### src/common/gti_pkg.sv
// Notes on behaviour
// - Byte reads of three registers at distinct addresses
// - Mode and enable set: watchdog mode counting up
// - Watchdog overflow drives overflow pin 128 cycles
// - Reset enable: chip reset starts with overflow pin
// - Reset select picks power-on or manual reset
// - Internal chip reset lasts 512 cycles
// - Pin reset wins and clears watchdog flag
// - Interval mode: interrupt request on every overflow outside standby
// - Interval overflow sets interval flag
// - Watchdog overflow sets watchdog flag
// - Standby refused while enable bit set
// - Standby wake: count, overflow ends standby
// - Counter write beats coincident count tick
// - No reset enable: reinit counter and control
// - Keyed word write: 5A counter, A5 control
// - Reset register keyed: A5 clears flag, 5A bits
// - Rate select: divide 2 to 8192
// - Disabled counter held at zero
package gti_pkg;
  localparam logic [27:0] GTI_ADDR_CTRL = 28'h5FFFFB8;
  localparam logic [27:0] GTI_ADDR_CNT = 28'h5FFFFB9;
  localparam logic [27:0] GTI_ADDR_RST_WR = 28'h5FFFFBA;
  localparam logic [27:0] GTI_ADDR_RST_RD = 28'h5FFFFBB;
  localparam logic [7:0] GTI_KEY_CNT = 8'h5A;
  localparam logic [7:0] GTI_KEY_CTRL = 8'hA5;
  localparam logic [7:0] GTI_CTRL_RSV = 8'h18;
  localparam logic [7:0] GTI_RST_RSV = 8'h1F;
  localparam int GTI_BIT_OVF = 7;
  localparam int GTI_BIT_MODE = 6;
  localparam int GTI_BIT_EN = 5;
  localparam int GTI_BIT_CHIP_RESET_ENABLE = 6;
  localparam int GTI_BIT_RESET_TYPE_SELECT = 5;
  localparam int GTI_PIN_NS = 1024;
  localparam int GTI_CHIP_RST_NS = 4096;
  localparam int GTI_CLK_PS = 8000;
  localparam int GTI_PIN_CYC = (GTI_PIN_NS * 1000) / GTI_CLK_PS;
  localparam int GTI_CHIP_RST_CYC = (GTI_CHIP_RST_NS * 1000) / GTI_CLK_PS;
  localparam int GTI_PRE_W = 13;

  typedef struct packed {
    logic wr;
    logic rd;
    logic word;
    logic [27:0] addr;
    logic [15:0] wdata;
  } gti_bus_t;

  typedef struct packed {
    logic mode_wd;
    logic run_en;
    logic [2:0] prescale_select;
  } gti_ctrl_t;
endpackage

### src/logic/gti_timer.sv
`timescale 1ns/1ps
module gti_timer
  import gti_pkg::*;
#(
  parameter int PIN_CYCLES = GTI_PIN_CYC,
  parameter int CHIP_RST_CYCLES = GTI_CHIP_RST_CYC
)
(
  input wire logic mclk,
  input wire logic rst_b,
  input wire gti_bus_t bus,
  input wire logic standby_req,
  input wire logic nmi_wake,
  output logic [7:0] rdata,
  output logic overflow_out_n,
  output logic interval_irq,
  output logic chip_reset,
  output logic chip_reset_manual,
  output logic standby_active,
  output logic standby_refused
);
  if (PIN_CYCLES < 1 || PIN_CYCLES > 4095 || CHIP_RST_CYCLES < 1 || CHIP_RST_CYCLES > 4095)
  begin
    $error("gti_timer: pulse lengths out of range");
  end

  // ****************************************
  // Prescaler tap decode
  // ****************************************
  function automatic logic tap(input logic [2:0] sel, input logic [GTI_PRE_W-1:0] pre);
    logic [GTI_PRE_W-1:0] mask;
    mask = '0;
    case (sel)
      3'h0: mask = 13'h0001;
      3'h1: mask = 13'h003F;
      3'h2: mask = 13'h007F;
      3'h3: mask = 13'h00FF;
      3'h4: mask = 13'h01FF;
      3'h5: mask = 13'h03FF;
      3'h6: mask = 13'h0FFF;
      default: mask = 13'h1FFF;
    endcase
    return ((pre & mask) == mask);
  endfunction

  // ****************************************
  // State
  // ****************************************
  typedef enum logic [1:0] {GTI_RUN, GTI_STANDBY, GTI_WAKE} gti_pwr_t;

  gti_ctrl_t ctrl_reg, ctrl_next;
  logic ovf_reg, ovf_next;
  logic [7:0] cnt_reg, cnt_next;
  logic watch_overflow_flag_reg, watch_overflow_flag_next;
  logic chip_reset_enable_reg, chip_reset_enable_next;
  logic reset_type_select_reg, reset_type_select_next;
  logic [GTI_PRE_W-1:0] pre_reg, pre_next;
  logic [11:0] pin_cnt_reg, pin_cnt_next;
  logic [11:0] rst_cnt_reg, rst_cnt_next;
  logic manual_reg, manual_next;
  gti_pwr_t pwr_reg, pwr_next;
  logic irq_reg, irq_next;
  logic refused_reg, refused_next;
  logic [7:0] rdata_reg, rdata_next;

  logic tick;
  logic wr_cnt;
  logic wr_ctrl;
  logic wr_rst;
  logic counting;
  logic wrap;

  always_comb
  begin
    counting = (ctrl_reg.run_en && pwr_reg == GTI_RUN) || pwr_reg == GTI_WAKE;
    tick = counting && tap(ctrl_reg.prescale_select, pre_reg);
    wr_cnt = bus.wr && bus.word && bus.addr == GTI_ADDR_CTRL && bus.wdata[15:8] == GTI_KEY_CNT;
    wr_ctrl = bus.wr && bus.word && bus.addr == GTI_ADDR_CTRL && bus.wdata[15:8] == GTI_KEY_CTRL;
    wr_rst = bus.wr && bus.word && bus.addr == GTI_ADDR_RST_WR;
    wrap = tick && !wr_cnt && cnt_reg == 8'hFF;
  end

  // ****************************************
  // Next-state logic
  // ****************************************
  always_comb
  begin
    ctrl_next = ctrl_reg;
    ovf_next = ovf_reg;
    cnt_next = cnt_reg;
    watch_overflow_flag_next = watch_overflow_flag_reg;
    chip_reset_enable_next = chip_reset_enable_reg;
    reset_type_select_next = reset_type_select_reg;
    pre_next = counting ? pre_reg + 1'b1 : '0;
    pin_cnt_next = pin_cnt_reg;
    rst_cnt_next = rst_cnt_reg;
    manual_next = manual_reg;
    pwr_next = pwr_reg;
    irq_next = 1'b0;
    refused_next = 1'b0;
    rdata_next = 8'h00;
    if (wr_ctrl)
    begin
      ctrl_next = {bus.wdata[GTI_BIT_MODE], bus.wdata[GTI_BIT_EN], bus.wdata[2:0]};
      if (!bus.wdata[GTI_BIT_OVF])
      begin
        ovf_next = 1'b0;
      end
    end
    if (wr_rst && bus.wdata[15:8] == GTI_KEY_CTRL && bus.wdata[7:0] == 8'h00)
    begin
      watch_overflow_flag_next = 1'b0;
    end
    if (wr_rst && bus.wdata[15:8] == GTI_KEY_CNT)
    begin
      chip_reset_enable_next = bus.wdata[GTI_BIT_CHIP_RESET_ENABLE];
      reset_type_select_next = bus.wdata[GTI_BIT_RESET_TYPE_SELECT];
    end
    if (wr_cnt)
    begin
      cnt_next = bus.wdata[7:0];
    end
    else if (!counting)
    begin
      cnt_next = 8'h00;
    end
    else if (tick)
    begin
      cnt_next = cnt_reg + 8'h01;
    end
    if (pin_cnt_reg != 12'h000)
    begin
      pin_cnt_next = pin_cnt_reg - 12'h001;
    end
    if (rst_cnt_reg != 12'h000)
    begin
      rst_cnt_next = rst_cnt_reg - 12'h001;
    end
    if (wrap && pwr_reg == GTI_RUN && ctrl_reg.mode_wd)
    begin
      watch_overflow_flag_next = 1'b1;
      pin_cnt_next = 12'(PIN_CYCLES);
      if (chip_reset_enable_reg)
      begin
        rst_cnt_next = 12'(CHIP_RST_CYCLES);
        manual_next = reset_type_select_reg;
      end
      else
      begin
        ctrl_next = '0;
        ovf_next = 1'b0;
        cnt_next = 8'h00;
      end
    end
    if (wrap && pwr_reg == GTI_RUN && !ctrl_reg.mode_wd)
    begin
      ovf_next = 1'b1;
      irq_next = 1'b1;
    end
    case (pwr_reg)
      GTI_RUN:
      begin
        if (standby_req)
        begin
          if (ctrl_reg.run_en)
          begin
            refused_next = 1'b1;
          end
          else
          begin
            pwr_next = GTI_STANDBY;
            watch_overflow_flag_next = 1'b0;
            chip_reset_enable_next = 1'b0;
            reset_type_select_next = 1'b0;
          end
        end
      end
      GTI_STANDBY:
      begin
        if (nmi_wake)
        begin
          pwr_next = GTI_WAKE;
        end
      end
      GTI_WAKE:
      begin
        if (wrap)
        begin
          pwr_next = GTI_RUN;
        end
      end
      default: pwr_next = GTI_RUN;
    endcase
    if (bus.rd)
    begin
      case (bus.addr)
        GTI_ADDR_CTRL: rdata_next = {ovf_reg, ctrl_reg.mode_wd, ctrl_reg.run_en, 2'b11,
                                     ctrl_reg.prescale_select} | GTI_CTRL_RSV;
        GTI_ADDR_CNT: rdata_next = cnt_reg;
        GTI_ADDR_RST_RD: rdata_next = {watch_overflow_flag_reg, chip_reset_enable_reg, reset_type_select_reg, 5'h1F} | GTI_RST_RSV;
        default: rdata_next = 8'h00;
      endcase
    end
  end

  // ****************************************
  // Registers
  // ****************************************
  always_ff @(posedge mclk)
  begin
    if (!rst_b)
    begin
      ctrl_reg <= '0;
      ovf_reg <= 1'b0;
      cnt_reg <= 8'h00;
      watch_overflow_flag_reg <= 1'b0;
      chip_reset_enable_reg <= 1'b0;
      reset_type_select_reg <= 1'b0;
      pre_reg <= '0;
      pin_cnt_reg <= 12'h000;
      rst_cnt_reg <= 12'h000;
      manual_reg <= 1'b0;
      pwr_reg <= GTI_RUN;
      irq_reg <= 1'b0;
      refused_reg <= 1'b0;
      rdata_reg <= 8'h00;
      overflow_out_n <= 1'b1;
      chip_reset <= 1'b0;
      chip_reset_manual <= 1'b0;
      standby_active <= 1'b0;
    end
    else
    begin
      ctrl_reg <= ctrl_next;
      ovf_reg <= ovf_next;
      cnt_reg <= cnt_next;
      watch_overflow_flag_reg <= watch_overflow_flag_next;
      chip_reset_enable_reg <= chip_reset_enable_next;
      reset_type_select_reg <= reset_type_select_next;
      pre_reg <= pre_next;
      pin_cnt_reg <= pin_cnt_next;
      rst_cnt_reg <= rst_cnt_next;
      manual_reg <= manual_next;
      pwr_reg <= pwr_next;
      irq_reg <= irq_next;
      refused_reg <= refused_next;
      rdata_reg <= rdata_next;
      overflow_out_n <= (pin_cnt_next == 12'h000);
      chip_reset <= (rst_cnt_next != 12'h000);
      chip_reset_manual <= (rst_cnt_next != 12'h000) && manual_next;
      standby_active <= (pwr_next != GTI_RUN);
    end
  end

  assign rdata = rdata_reg;
  assign interval_irq = irq_reg;
  assign standby_refused = refused_reg;
endmodule

### config.mk
export PLATFORM = sky130hd
export DESIGN_NAME = gti_timer
export DESIGN_NICKNAME = d
export VERILOG_FILES = /design/src/common/gti_pkg.sv /design/src/logic/gti_timer.sv
export SDC_FILE = /design/constraint.sdc
export NUM_CORES = 1
export LEC_CHECK = 0
export BUFFER_PORTS_ARGS = -buffer_cell sky130_fd_sc_hd__buf_2
export CORE_UTILIZATION = 30
export DETAILED_ROUTE_END_ITERATION = 7
export GPL_ROUTABILITY_DRIVEN = 0
export PLACE_DENSITY_LB_ADDON = 0.25
export SYNTH_ARGS = -nofsm -noshare
export SYNTH_HDL_FRONTEND = slang
export SYNTH_SLANG_ARGS = --single-unit
### constraint.sdc
create_clock -name mclk -period 3.7 [get_ports mclk]
set_input_delay 0.555 -clock mclk [delete_from_list [all_inputs] [get_ports mclk]]
set_output_delay 0.555 -clock mclk [all_outputs]
set_load 0.05 [all_outputs]
==> flow_results.org, run 1 <==
** Detailed routing
- Routed wire per std cell :: 13.8 µm
- Dividing the detail-routed via count by the number of cells gives 5.06.
- Number of DRC markers in iteration 0 :: 153
- In the routed design, unresolved DRC markers number 0.
- The first detailed-routing pass took 4 iterations.
- Total length of routed wires :: 9380 µm
- Once detail routing completed, the nets flagged for antenna violations numbered 0.
- Via count :: 3450

** Final layout
- Of the cells placed in the final design, the portion with a size suffix greater than 1 is 20.2%.
- The finished cells cover 4540 µm².
- Antenna diode instance count :: 0
- Number of nets in the finished design :: 568
- Layout area overhead :: 19.6%
- The register with the most flip-flops in the layout has 13 of them.

** Setup path
- For the worst setup path, the data arrival time is 2.80 ns.
- In this design, the largest share of critical-path delay is due to simple AND/OR/NAND/NOR gates.
- Max stage delay cell, worst path :: or3b_2
- CP max stage delay :: 0.54 ns
- Critical path fanouts, max :: 9
- Walking the worst path, the cells encountered are inv_1, ha_1, or3b_2, nor3b_1, xnor2_1, nand3_1, o41ai_1, a31o_2.
- Required time reported for the critical path endpoint :: 3.97 ns
- Critical Path Source Type :: flip-flop
- STA classifies the critical path endpoint as a flip-flop.
- The number of buffers and inverters on the critical path is 1.
- Critical path type :: reg -> reg

** Status
- The run finished with clean final reports.

** Clock tree
- Clock latency reported for the late side of the worst-skew pair :: 0.33 ns
- Once the clock tree was built, the setup fixing pass inserted 0 buffers.
- After clock tree synthesis, the clock-pin slew on the worst setup and hold paths is 0.06 ns.
- Gates resized during post-CTS repair numbered 0.
- Number of CTS-inserted buffers :: 9
- Hold-fix buffers at CTS :: 0
- TritonCTS built the clock tree.
- Number of clock sinks seen by CTS :: 71
- H-tree depth reported by CTS :: 3
- Buffer levels on the longest clock path :: 2
- Root Buffer Master :: clkbuf_16

** Timing
- After layout, the worst setup slack is 1.18 ns.
- Fin. max-slew vios :: 0
- The worst path in the final design needs a cycle of 2.52 ns, including I/O delays and setup.
- On the final layout, the worst clock skew is 0.00646 ns.
- For the pin with the worst max-slew slack, the measured transition is 0.736 ns.
- Static timing analysis puts the maximum clock frequency at 396 MHz.
- Measured against its own limit, the worst slew margin works out to 50.5%.
- After layout, the worst path uses 68.2% of the clock period.
- Setup repair after global routing left no endpoint under its margin.
- Post-Route Setup TNS :: 0 ns
- The tightest hold path in the finished design has a slack of 0.478 ns.
- Final setup viols :: 0
- The final number of hold-violating endpoints is 0.

** Global route
- Entering global routing, the biggest net connects 18 pins.
- The total overflow left after global routing is 0.
- For this run, the total global-route usage over all layers was measured as 15.1%.
- The first global-routing pass estimated 15600 µm of wire.
- The via count of the first global-routing pass is 3278.
- Antenna violations before repair :: 0

** Synthesis
- Most area-hungry cell type in the Yosys netlist :: dfxtp_1
- Synth async-reset ratio :: 0%
- Yosys synthesis warning count :: 0
- Average instance area after synthesis :: 8.40 µm²
- Number of enable-type register cells in the synthesized netlist :: 0
- Summed over its instances, the top area cell type makes up 37.4% of the synthesized netlist area.
- Commonest cells in the synthesized netlist :: dfxtp_1, nor2_1, nand2_1, a21oi_1
- Leading post-synthesis cells by cell area :: dfxtp_1, nor2_1, xnor2_1, a21oi_1, nand2_1
- Dominant register cell in the synthesized netlist :: dfxtp_1
- Counting every instance in the synthesized netlist gives 452.
- Synthesized netlist net count :: 509
- #FFs+latches synth :: 71
- Most numerous cell in the Yosys netlist :: dfxtp_1
- Sequential area share after synthesis :: 37.4%
- In this run the cell area of the synthesized design comes to 3800 µm².
- Distinct cell type count of the synthesized netlist :: 69

** Floorplan
- 65 I/O pins were placed.
- Chip width :: 115 µm
- The floorplan step defined a die boundary enclosing 13100 µm².
- In this run the standard cell core region covers 12200 µm².
- Starting density of the core :: 31.2%
- Row generation in the floorplan step produced 40 rows.
- Die extent in y :: 115 µm

** Power and ir drop
- Summing internal, switching and leakage power gives 3.15 mW.
- In this run the power density over the cells is 693 nW/µm².
- P_leak :: 1.76 nW
- VDD IR-drop max :: 0.226 mV

** Placement
- Post-Place Worst Slack :: 0.986 ns
- Number of port buffers :: 64
- Once placement finished, the instance area stood at 4250 µm².
- The HPWL after detailed placement is 7160 µm.

** Worst hold path
- The worst hold path belongs to the class reg -> reg.

** Run
- Max-cap violations in this run came to 0.
[kinds of logic after synthesis]
logic type / count (synthesis) / synth area share [%]
compound gates: 83 / 14.8
xor+xnor: 28 / 6.46
fa+ha+maj: 6 / 1.98
buf+inv: 29 / 3.33
flops: 71 / 37.4
mux: 15 / 4.12
simple gates: 220 / 31.9
[worst reg2reg max path, stage by stage (launching register included)]
cell     delay (ns)
dfxtp_1        0.36
inv_1          0.10
ha_1           0.31
or3b_2         0.54
nor3b_1        0.26
xnor2_1        0.18
nand3_1        0.11
o41ai_1        0.39
a31o_2         0.21
[layout make-up]
| cell class | instances | area, µm² |
|---|---|---|
| Fill cell | 1244 | 7620 |
| Multi-Input combinational cell | 352 | 2250 |
| Sequential cell | 71 | 1420 |
| Timing Repair Buffer | 65 | 328 |
| Clock buffer | 10 | 239 |
| Tap cell | 168 | 210 |
| Clock inverter | 4 | 47.5 |
| Inverter | 12 | 45.0 |
[final timing paths]
check	slack (ns)	from	depth (start not counted)	endpoint
max	1.18	pin_cnt_reg[0]	8	overflow_out_n
min	0.48	pre_reg[0]	1	pre_reg[0]
max reg2reg	1.18	pin_cnt_reg[0]	8	overflow_out_n
min reg2reg	0.48	pre_reg[0]	1	pre_reg[0]
[metrics by stage]
step | std cells | utilization (%)
global route | 682 | 37.3
floorplan | 452 | -
finish | 682 | 37.3
CTS | 682 | 37.3
global placement | 668 | 35.0
detailed placement | 668 | 35.0
[cell usage in the layout, fill, tap and decap left out, types with 7 or more instances in the layout]
cell type / count
nand3_1: 21
mux2i_1: 10
xnor2_1: 18
nor4_1: 7
clkbuf_16: 9
nand4_1: 13
inv_1: 12
xor2_1: 10
buf_2: 64
o21ai_0: 13
a21oi_1: 24
nor3_1: 21
nor2_1: 67
dfxtp_1: 71
nand2_1: 29
[power by group]
part           switching [mW]  internal [mW]  total (mW)
clock                   0.313          0.530       0.842
combinational           0.701          0.537        1.24
sequential              0.184          0.882        1.07
total                    1.20           1.95        3.15
[routing by layer]
metal,share of wire (%),vias to the layer above,GRT usage [%]
li1,-,1759,-
met1,47,1598,18.7
met2,48,83,25.8
met3,3.6,10,3.23
met4,1.5,0,5.02
met5,0,-,0
Power figures use the tool's default switching activity.
==> run 2: changes to the inputs <==
- clock period: 3.7 -> 2.48 ns (I/O delays scaled with it)
==> run 2 against run 1 <==
  * Maximum frequency rose by 10%
  * Highest routed layer unchanged
  * Via count grew 2.8%
  * Power is 67% higher
  * Critical endpoint is now rst_cnt_reg[6]
  * Worst hold slack got worse by 0.15 ns
  * Utilization grew 2.1 points
==> flow_results.org, run 2 (synthesized netlist as in run 1, its figures left out) <==
** Clock tree
- Root Buffer Master :: clkbuf_16
- CTS tree :: built
- The number of clock buffers added by TritonCTS is 9.
- Number of clock sinks seen by CTS :: 71
- Post-CTS timing repair inserted 0 buffers for setup.
- The H-tree generated during clock tree synthesis spans 3 levels.
- Clock-pin slew was measured on the worst setup and hold paths at 0.06 ns.
- Clock latency reported for the late side of the worst-skew pair :: 0.33 ns
- No sink is reached through more buffers than the 2 on the longest clock path.

** Final layout
- The library cell used most frequently in the layout, excluding fill and tap cells, is dfxtp_1.
- For this run, the post-layout net count is 589.
- Flip-flop count of the largest register after layout :: 13
- Commonest cells after routing, fill and taps aside :: dfxtp_1, nor2_1, buf_2
- From synthesis to final layout, the design area changed by 26.4%.
- Antenna diode instance count :: 0
- Cells with a size suffix above 1 make up 23.8% of the layout.

** Global route
- The initial antenna violation count is 0.
- Number of global-route vias before repair :: 3475
- Maximum number of pins on one net before global-route repair :: 17
- Congestion Overflow GR :: 0
- Global-route wire length before repair :: 16800 µm
- Overall fraction of global-route tracks in use :: 16.3%

** Timing
- For the final routed database, the setup TNS stands at 0 ns.
- The final number of hold-violating endpoints came to 0.
- At the pin with the least slew margin, the transition time is 0.592 ns.
- Shortest clock period the worst path allows after layout :: 2.29 ns
- Setup violations remaining at the end of the flow were counted as 0.
- Slew Limit Headroom :: 60.2%
- The clock arrives with 0.00567 ns of skew.
- Worst hold slack :: 0.325 ns
- Peak Freq :: 437 MHz
- Fin crit share :: 92.3%
- The max-slew violation count was 0.
- Setup repair after global routing left no endpoint under its margin.

** Floorplan
- The total area inside the core boundary comes to 12200 µm².
- Die extent in y :: 115 µm
- Starting density of the core :: 31.2%
- Total Die Area :: 13100 µm²
- The die is 115 µm wide.
- Row generation in the floorplan step produced 40 rows.
- Top-Level Pins :: 65

** Setup path
- Category of the worst setup path capture point :: flip-flop
- CP max stage delay :: 0.54 ns
- For the worst setup path, the data arrival time is 2.51 ns.
- Cell breakdown of the critical path :: or2_2, o221ai_1, nand3_1, or3_2, nand2_1, buf_4, nor2_1
- Critical path type :: reg -> reg
- In this run the worst path has a maximum fanout of 8.
- Among all stages on the critical path, the largest delay is contributed by or3_2.
- Data on the critical path is required at its endpoint by 2.70 ns.
- Critical Path Source Type :: flip-flop

** Run
- Reported max-cap violation count :: 0

** Detailed routing
- DR DRC count :: 0
- In this run, the number of DRC markers left after iteration 0 of detailed routing was 128.
- The routed layout has 3547 vias.
- The first detailed-routing pass ran for 4 iterations.
- Post-route antenna net violation count :: 0
- Routed wire per std cell :: 13.7 µm
- Post-DR vias/cell :: 5.03
- Total length of routed wires :: 9680 µm

** Placement
- During placement, the flow inserted port buffers numbering 64.
- Final HPWL from detailed placement :: 7490 µm

** Power and ir drop
- For this design the ratio of total power to cell area is 1100 nW/µm².
- For this design the static power due to leakage is 1.90 nW.
- VDD IR-drop max :: 0.410 mV
- Power consumption :: 5.26 mW

** Status
- The run finished with clean final reports.

** Worst hold path
- The worst hold path belongs to the class in -> reg.
[run 2: final timing paths]
check | slack, ns | cells after the start | from | to
max | 0.19 | 7 | ctrl_reg[0] | rst_cnt_reg[6]
min reg2reg | 0.48 | 1 | pre_reg[0] | pre_reg[0]
max reg2reg | 0.19 | 7 | ctrl_reg[0] | rst_cnt_reg[6]
min | 0.32 | 3 | bus[0] | ctrl_reg[0]
[run 2: metrics by stage]
stage	area (µm²)	cells	worst slack, ns	util, %
4_1_cts	4790	705	0.127	39.4
6_report	4800	705	0.191	39.5
3_5_place_dp	4410	689	0.0342	36.3
3_3_place_gp	4410	689	0.0897	36.3
2_1_floorplan	3800	452	0.269	-
5_1_grt	4800	705	0.00761	39.5
[run 2: critical path: cells and delay by family (launching register included)]
| kind | cells | cell delay, ns |
|---|---|---|
| compound gates | 1 | 0.31 |
| buf+inv | 1 | 0.19 |
| flops | 1 | 0.33 |
| simple gates | 5 | 1.36 |
[run 2: power breakdown]
| group | total (mW) | internal [mW] | switching, mW |
|---|---|---|---|
| Clock | 1.61 | 1.14 | 0.471 |
| Combinational | 2.12 | 0.954 | 1.16 |
| Sequential | 1.53 | 1.32 | 0.216 |
[run 2: layer usage]
layer,GRT usage (%),share of wire (%),wire (µm)
met1,20.7,46,4490
met2,26.6,46,4470
met3,3.49,5.2,504
met4,6.93,2.2,211
met5,0,0,0
[run 2: area by class of cell]
type                    count  area [µm²]
clock buffers              11         253
clock inverters             5         128
fillers                  1248        7360
inverters                  12        45.0
multi-input cells         352        2260
flip-flops and latches     71        1420
well taps                 168         210
repair buffers             86         485
[run 2: what timing repair did]
item | CTS | global route
resized for setup | 0 | 1
endpoints found under the hold margin | 0 | 0
hold buffers | 0 | 0
setup endpoints to repair | 0 | 1
